===== src/io_process_map.svh =====
// register offsets, codes and timing constants for the process register bank
`ifndef IO_PROCESS_MAP_SVH
`define IO_PROCESS_MAP_SVH
`define ADDR_SHORT_LOC 16'h1F3E
`define ADDR_PROC_IN 16'h1F40
`define ADDR_PROC_OUT 16'h2328
`define SHORT_NONE 16'h0000
`define SHORT_GRP_LO 16'h0001
`define SHORT_GRP_HI 16'h0002
`define DIAG_SHORT_BIT 0
`define RESTORE_POS 4'hF
`define CLK_MHZ 250
`define CONNECT_READY_MS 350
`define CYCLIC_READY_MS 500
`define CONNECT_READY_CYC (`CONNECT_READY_MS * 1000 * `CLK_MHZ)
`define CYCLIC_READY_CYC (`CYCLIC_READY_MS * 1000 * `CLK_MHZ)
`define UPPER_ZERO 8'h00
`define REG_CLEAR 16'h0000
`define GRP_LO_MASK 8'h0F
`define GRP_HI_MASK 8'hF0
`endif


===== src/io_process_pkg.sv =====
// types for the process register bank
`default_nettype none
package io_process_pkg;
  typedef logic [15:0] reg_word_t;
  typedef enum logic [2:0] {
    ST_BOOT = 3'h1,
    ST_CONNECT = 3'h2,
    ST_CYCLIC = 3'h4
  } startup_t;
endpackage
`default_nettype wire


===== src/ready_timer.sv =====
// one up-counting timer that raises done after a programmable cycle count
`default_nettype none
module ready_timer #(
  parameter int unsigned COUNT = 16
) (
  // clock and reset
  input wire logic sys_clk,
  input wire logic reset,
  // status
  output logic done
);
  logic [31:0] count_ff;
  always_ff @(posedge sys_clk) begin
    if (reset) begin
      count_ff <= 32'h00000000;
    end else if (count_ff < COUNT - 32'h00000001) begin
      count_ff <= count_ff + 32'h00000001;
    end
  end
  assign done = (count_ff >= COUNT - 32'h00000001) && !reset;
endmodule // ready_timer
`default_nettype wire


===== src/io_process_regs.sv =====
// register bank holding process input, output and short circuit words
// Notes on behaviour
// - short location word: 0 none, 1 low, 2 high
// - input word bit n carries input n+1
// - output word bit n drives output n+1
// - words big-endian, mapped without byte swap
// - one-byte process data sits in low byte
// - upper byte reads zero, writes ignored
// - connection accepted within 350 ms of power
// - cyclic connection established under 500 ms
// - rotary position 0F restores factory defaults
// - diagnostic status bit 0 flags output short
`include "io_process_map.svh"
`default_nettype none
module io_process_regs #(
  parameter int unsigned CONNECT_CYC = `CONNECT_READY_CYC,
  parameter int unsigned CYCLIC_CYC = `CYCLIC_READY_CYC
) (
  // clock and reset
  input wire logic sys_clk,
  input wire logic reset,
  // register access
  input wire logic reg_rd,
  input wire logic reg_wr,
  input wire logic [15:0] reg_addr,
  input wire logic [15:0] reg_wdata,
  output logic [15:0] reg_rdata,
  output logic reg_ack,
  output logic reg_err,
  // field channels
  input wire logic [7:0] field_input_channel,
  input wire logic [7:0] output_short,
  output logic [7:0] field_output_channel,
  // diagnostics
  output logic [15:0] diag_status,
  // configuration switch
  input wire logic [3:0] rotary_switch,
  output logic restore_defaults,
  // startup
  output logic connect_ready,
  output logic cyclic_ready
);
  io_process_pkg::reg_word_t rdata_ff;
  io_process_pkg::reg_word_t short_loc_ff;
  io_process_pkg::startup_t state_ff;
  io_process_pkg::startup_t nxt_state;
  logic ack_ff;
  logic err_ff;
  logic [7:0] in_ff;
  logic [7:0] out_ff;
  logic restore_ff;
  logic conn_done;
  logic cyc_done;
  logic hit_loc;
  logic hit_in;
  logic hit_out;
  io_process_pkg::reg_word_t nxt_rdata;
  io_process_pkg::reg_word_t nxt_short_loc;
  io_process_pkg::reg_word_t nxt_diag;
  io_process_pkg::reg_word_t diag_ff;
  logic rd_take;
  logic wr_take;
  logic bad_rd;
  logic bad_wr;

  assign hit_loc = reg_addr == `ADDR_SHORT_LOC;
  assign hit_in = reg_addr == `ADDR_PROC_IN;
  assign hit_out = reg_addr == `ADDR_PROC_OUT;

  // accepted accesses and refused targets
  assign rd_take = reg_rd && connect_ready;
  assign wr_take = reg_wr && connect_ready;
  assign bad_rd = rd_take && !(hit_loc || hit_in || hit_out);
  assign bad_wr = wr_take && !hit_out;

  // startup deadlines
  ready_timer #(.COUNT(CONNECT_CYC)) u_conn_timer (
    .sys_clk(sys_clk),
    .reset(reset),
    .done(conn_done)
  );
  ready_timer #(.COUNT(CYCLIC_CYC)) u_cyc_timer (
    .sys_clk(sys_clk),
    .reset(reset),
    .done(cyc_done)
  );

  always_comb begin
    nxt_state = state_ff;
    case (state_ff)
      io_process_pkg::ST_BOOT: begin
        if (conn_done) nxt_state = io_process_pkg::ST_CONNECT;
      end
      io_process_pkg::ST_CONNECT: begin
        if (cyc_done) nxt_state = io_process_pkg::ST_CYCLIC;
      end
      io_process_pkg::ST_CYCLIC: nxt_state = io_process_pkg::ST_CYCLIC;
      default: nxt_state = io_process_pkg::ST_BOOT;
    endcase
  end

  always_ff @(posedge sys_clk) begin
    if (reset) begin
      state_ff <= io_process_pkg::ST_BOOT;
    end else begin
      state_ff <= nxt_state;
    end
  end

  assign connect_ready = state_ff != io_process_pkg::ST_BOOT;
  assign cyclic_ready = state_ff == io_process_pkg::ST_CYCLIC;

  // input sampling
  always_ff @(posedge sys_clk) begin
    if (reset) begin
      in_ff <= `UPPER_ZERO;
    end else begin
      in_ff <= field_input_channel;
    end
  end

  // output word, writable only when connected
  always_ff @(posedge sys_clk) begin
    if (reset || restore_ff) begin
      out_ff <= `UPPER_ZERO;
    end else if (wr_take && hit_out) begin
      out_ff <= reg_wdata[7:0];
    end
  end
  assign field_output_channel = out_ff;

  // short circuit location, live and self-clearing
  always_comb begin
    nxt_short_loc = `SHORT_NONE;
    if ((output_short & `GRP_LO_MASK) != `UPPER_ZERO) begin
      nxt_short_loc = `SHORT_GRP_LO;
    end else if ((output_short & `GRP_HI_MASK) != `UPPER_ZERO) begin
      nxt_short_loc = `SHORT_GRP_HI;
    end
  end

  always_ff @(posedge sys_clk) begin
    if (reset) begin
      short_loc_ff <= `SHORT_NONE;
    end else begin
      short_loc_ff <= nxt_short_loc;
    end
  end

  // diagnostic status word, only the output short flag lives here
  always_comb begin
    nxt_diag = `REG_CLEAR;
    nxt_diag[`DIAG_SHORT_BIT] = nxt_short_loc != `SHORT_NONE;
  end

  always_ff @(posedge sys_clk) begin
    if (reset) begin
      diag_ff <= `REG_CLEAR;
    end else begin
      diag_ff <= nxt_diag;
    end
  end
  assign diag_status = diag_ff;

  // rotary restore request
  always_ff @(posedge sys_clk) begin
    if (reset) begin
      restore_ff <= 1'b0;
    end else begin
      restore_ff <= rotary_switch == `RESTORE_POS;
    end
  end
  assign restore_defaults = restore_ff;

  // read data multiplexer, unmapped reads return zero
  always_comb begin
    nxt_rdata = rdata_ff;
    if (rd_take) begin
      if (hit_loc) begin
        nxt_rdata = short_loc_ff;
      end else if (hit_in) begin
        nxt_rdata = {`UPPER_ZERO, in_ff};
      end else if (hit_out) begin
        nxt_rdata = {`UPPER_ZERO, out_ff};
      end else begin
        nxt_rdata = `REG_CLEAR;
      end
    end
  end

  // read data register, holds until the next read
  always_ff @(posedge sys_clk) begin
    if (reset) begin
      rdata_ff <= `REG_CLEAR;
    end else begin
      rdata_ff <= nxt_rdata;
    end
  end

  // answer strobe, one cycle after every accepted access
  always_ff @(posedge sys_clk) begin
    if (reset) begin
      ack_ff <= 1'b0;
    end else begin
      ack_ff <= rd_take || wr_take;
    end
  end

  // error strobe for refused reads and writes
  always_ff @(posedge sys_clk) begin
    if (reset) begin
      err_ff <= 1'b0;
    end else begin
      err_ff <= bad_rd || bad_wr;
    end
  end
  assign reg_rdata = rdata_ff;
  assign reg_ack = ack_ff;
  assign reg_err = err_ff;
endmodule // io_process_regs
`default_nettype wire


===== config.mk =====
export PLATFORM = sky130hd
export DESIGN_NAME = io_process_regs
export DESIGN_NICKNAME = d
export VERILOG_FILES = /design/src/io_process_pkg.sv /design/src/ready_timer.sv /design/src/io_process_regs.sv
export VERILOG_INCLUDE_DIRS = /design/src
export SDC_FILE = /design/constraint.sdc
export NUM_CORES = 1
export LEC_CHECK = 0
export ABC_AREA = 0
export BUFFER_PORTS_ARGS = -buffer_cell sky130_fd_sc_hd__buf_4
export CAP_MARGIN = 20
export CORE_MARGIN = 4
export CORE_UTILIZATION = 25
export DETAILED_ROUTE_END_ITERATION = 7
export GPL_TIMING_DRIVEN = 0
export PLACE_DENSITY = 0.51
export SLEW_MARGIN = 30
export SYNTH_ARGS = -nofsm -noshare
export SYNTH_HDL_FRONTEND = slang
export SYNTH_SLANG_ARGS = --single-unit

===== constraint.sdc =====
create_clock -name sys_clk -period 2.7 [get_ports sys_clk]
set_input_delay 0.135 -clock sys_clk [delete_from_list [all_inputs] [get_ports sys_clk]]
set_output_delay 0.135 -clock sys_clk [all_outputs]
set_load 0.1 [all_outputs]

==> flow_summary.json <==
{
  "multiInputGateArea_sq_um": 2320,
  "routed_wl_mm": 11.1,
  "path_class": "reg -> reg",
  "die_y_microns": 141,
  "post-route-period-util_pct": 92.2,
  "hold_end": "field_output_channel[3]",
  "synth-seq-area-share_pct": 43.7,
  "hp-start": "reg_wdata[3]",
  "synth_top_flop_cell": "dfxtp_1",
  "ys_async_sr_fraction_pct": 0,
  "synthCells": 517,
  "diodes": 0,
  "final_hold_viol_count": 0,
  "fin_area_sq_um": 5770,
  "synthDistinctLibCells": 53,
  "slew_headroom_pct": 48.4,
  "initial_core_util_pct": 25.6,
  "root_buffer": "clkbuf_16",
  "final_common_cell": "dfxtp_1",
  "htree_num_levels": 3,
  "nets": 686,
  "reg2reg_from": "u_conn_timer.count_ff[0]",
  "crit_start": "u_conn_timer.count_ff[0]",
  "final_cell_mix": "dfxtp_1, buf_4, nor2_1",
  "worstMarginPinSlew_ps": 767,
  "rsz0062_at_grt": "no",
  "grt-ovfl-total": 0,
  "critPathRequiredTime_ps": 2940,
  "clkTransAtPathRegs_ps": 70,
  "routedWlPerCell_microns": 12.9,
  "die_x_microns": 141,
  "grt_max_degree": 18,
  "antenna_found_initial": 0,
  "cts_buffers": 9,
  "syn_avg_cell_area_sq_um": 8.59,
  "fin_tns_setup_ps": 0,
  "postRouteAntennaNets": 0,
  "vias": 4002,
  "clockBufferDepth": 2,
  "grt_usage_pct": 11.2,
  "clock-sinks": 97,
  "reg2reg_depth": 9,
  "drv_slew": 0,
  "cp.arrival_ps": 2730,
  "finClkSkew_ps": 8.29,
  "reg2reg_to": "u_conn_timer.count_ff[19]",
  "gp_congestion": 0.794,
  "hp-class": "in -> reg",
  "ys_ff_latch": 97,
  "design.portCount": 101,
  "use_met2_pct": 18.0,
  "grt_pass1_wl_mm": 18.4,
  "grtUsageMet3_pct": 2.09,
  "cts_tree": "done",
  "area_delta_synth_final_pct": 29.9,
  "finalCriticalPeriod_ps": 2490,
  "peakVddDrop_mv": 0.224,
  "fin_hold_ws_ps": 13.3,
  "holdPathStages": 3,
  "power.density_nw_per_um2": 548,
  "rows": 48,
  "finalPower_mw": 3.16,
  "crit_fanout": 9,
  "max_cap_viol_count": 0,
  "busiest_layer": "met2",
  "worstSetupStartpointType": "flop",
  "syn_area_sq_um": 4440,
  "io_buffers": 68,
  "vias_per_cell": 4.66,
  "clkLatencyLatePin_ps": 350,
  "setup_viol": 0,
  "coreArea_sq_um": 17400,
  "die_area_sq_um": 20000,
  "ys_warn_count": 0,
  "p_leak_nw": 2.27,
  "synth_edf_count": 0,
  "first_global_vias": 3792,
  "status": "finished clean",
  "regArea_sq_um": 1940,
  "hpwl_mm": 8.20,
  "dr.pass1.iters": 4,
  "timing.reg2reg.setup_slack_ps": 210,
  "drive_gt1_share_pct": 20.4,
  "use_met1_pct": 14.6,
  "cp-end-kind": "flop",
  "drc": 0,
  "post_dp_cell_area_sq_um": 5330,
  "fill_cells": 1824,
  "drt_iter0_drc": 199,
  "fmax_ghz": 0.402
}
-- registers in the layout (all words and copies together), names as in the netlist --
signal and flops:
short_loc_ff 2, diag_status 1, state_ff 3, field_output_channel 8
reg_rdata 8, u_cyc_timer.count_ff 32, restore_defaults 1, reg_ack 1
u_conn_timer.count_ff 32, reg_err 1, in_ff 8
-- area by class of cell --
| type | count | share of cell area [%] |
|---|---|---|
| multi-input combinational | 391 | 40.3 |
| sequential | 97 | 33.7 |
| timing repair buffer | 78 | 10.5 |
| tap | 225 | 4.88 |
| buffer | 46 | 4.66 |
| clock buffer | 9 | 3.90 |
| clock inverter | 7 | 1.78 |
| inverter | 5 | 0.325 |
-- worst max-delay path, stage by stage, from the launching register on --
cell,delay (ps)
dfxtp_1,340
ha_1,240
and4_4,200
buf_6,130
o2111a_1,260
o41ai_4,320
buf_4,200
nand3_2,150
nor3_1,190
mux2_2,350
-- synth_stat cells, types with 2 or more instances --
library cell / instances / area (sq um)
o21ai_0: 35 / 175
o21a_1: 3 / 22.5
or3_1: 29 / 181
buf_1: 3 / 11.3
nor4_1: 8 / 50.1
a22oi_1: 6 / 45.0
buf_2: 2 / 10.0
dfxtp_1: 97 / 1940
nor3b_1: 2 / 15.0
nand3_1: 27 / 135
a211o_1: 2 / 17.5
nand2_1: 25 / 93.8
nand4b_1: 2 / 17.5
xor2_1: 19 / 166
and2_1: 6 / 37.5
buf_4: 23 / 173
nand3_2: 2 / 20.0
nor3_1: 12 / 60.1
nand4_1: 21 / 131
a211oi_1: 2 / 15.0
nor2b_1: 21 / 131
inv_1: 5 / 18.8
or2_2: 2 / 12.5
ha_1: 2 / 25.0
a221oi_1: 2 / 17.5
a21oi_1: 32 / 160
nor2_1: 51 / 191
clkbuf_1: 17 / 63.8
or4_1: 4 / 30.0
and4_1: 5 / 43.8
nand2b_1: 3 / 18.8
and3_1: 14 / 87.6
mux2i_1: 9 / 90.1
nand3b_1: 4 / 30.0
mux2_2: 2 / 22.5
-- where the power goes --
group          leakage, nW  switching, mW  internal (mW)  total [mW]
clock network        0.157          0.584          0.822        1.41
registers            0.785         0.0108           1.45        1.46
logic                 1.33          0.207         0.0938       0.301
total                 2.27          0.802           2.36        3.16
-- per-layer routing --
metal | up-vias | routed length [microns]
met4 | 0 | 208
met1 | 1855 | 4930
met5 | - | 0
met3 | 14 | 551
met2 | 97 | 5390
li1 | 2036 | -
-- worst max path at each step --
stage	end	slack, ps	cells past startpoint
global placement	u_cyc_timer.count_ff[1]	130	9
global route	u_cyc_timer.count_ff[1]	10	9
detailed placement	u_conn_timer.count_ff[19]	120	8
CTS	u_cyc_timer.count_ff[1]	100	9
floorplan	reg_rdata[2]	340	6
finish	u_conn_timer.count_ff[19]	210	9
-- through the flow --
step / instances / util, % / worst slack (ps)
after floorplan: 539 / - / 339
after global placement: 832 / 30.7 / 132
after detailed placement: 832 / 30.7 / 115
after CTS: 856 / 33.1 / 103
after global routing: 858 / 33.2 / 14.2
final: 858 / 33.2 / 210
-- cells by family (layout without fill, tap and decap cells) --
logic type / after synthesis / count (layout) / synth area share [%]
multiplexers: 11 / 11 / 2.54
flip-flops: 97 / 97 / 43.7
buffers and inverters: 51 / 145 / 6.48
AND/OR/NAND/NOR: 244 / 244 / 30.3
adder cells (fa/ha/maj): 2 / 2 / 0.563
XOR/XNOR: 20 / 20 / 3.94
other: 1 / 23 / 0.0844
AO/OA/AOI/OAI: 91 / 91 / 12.4
-- timing repair --
item,4_1_cts,5_1_grt
hold buffers,8,0
gates resized for setup,0,1
setup endpoints to repair,0,11
buffers inserted,0,2
endpoints found under the hold margin,8,0
(Power assumes the default switching activity.)
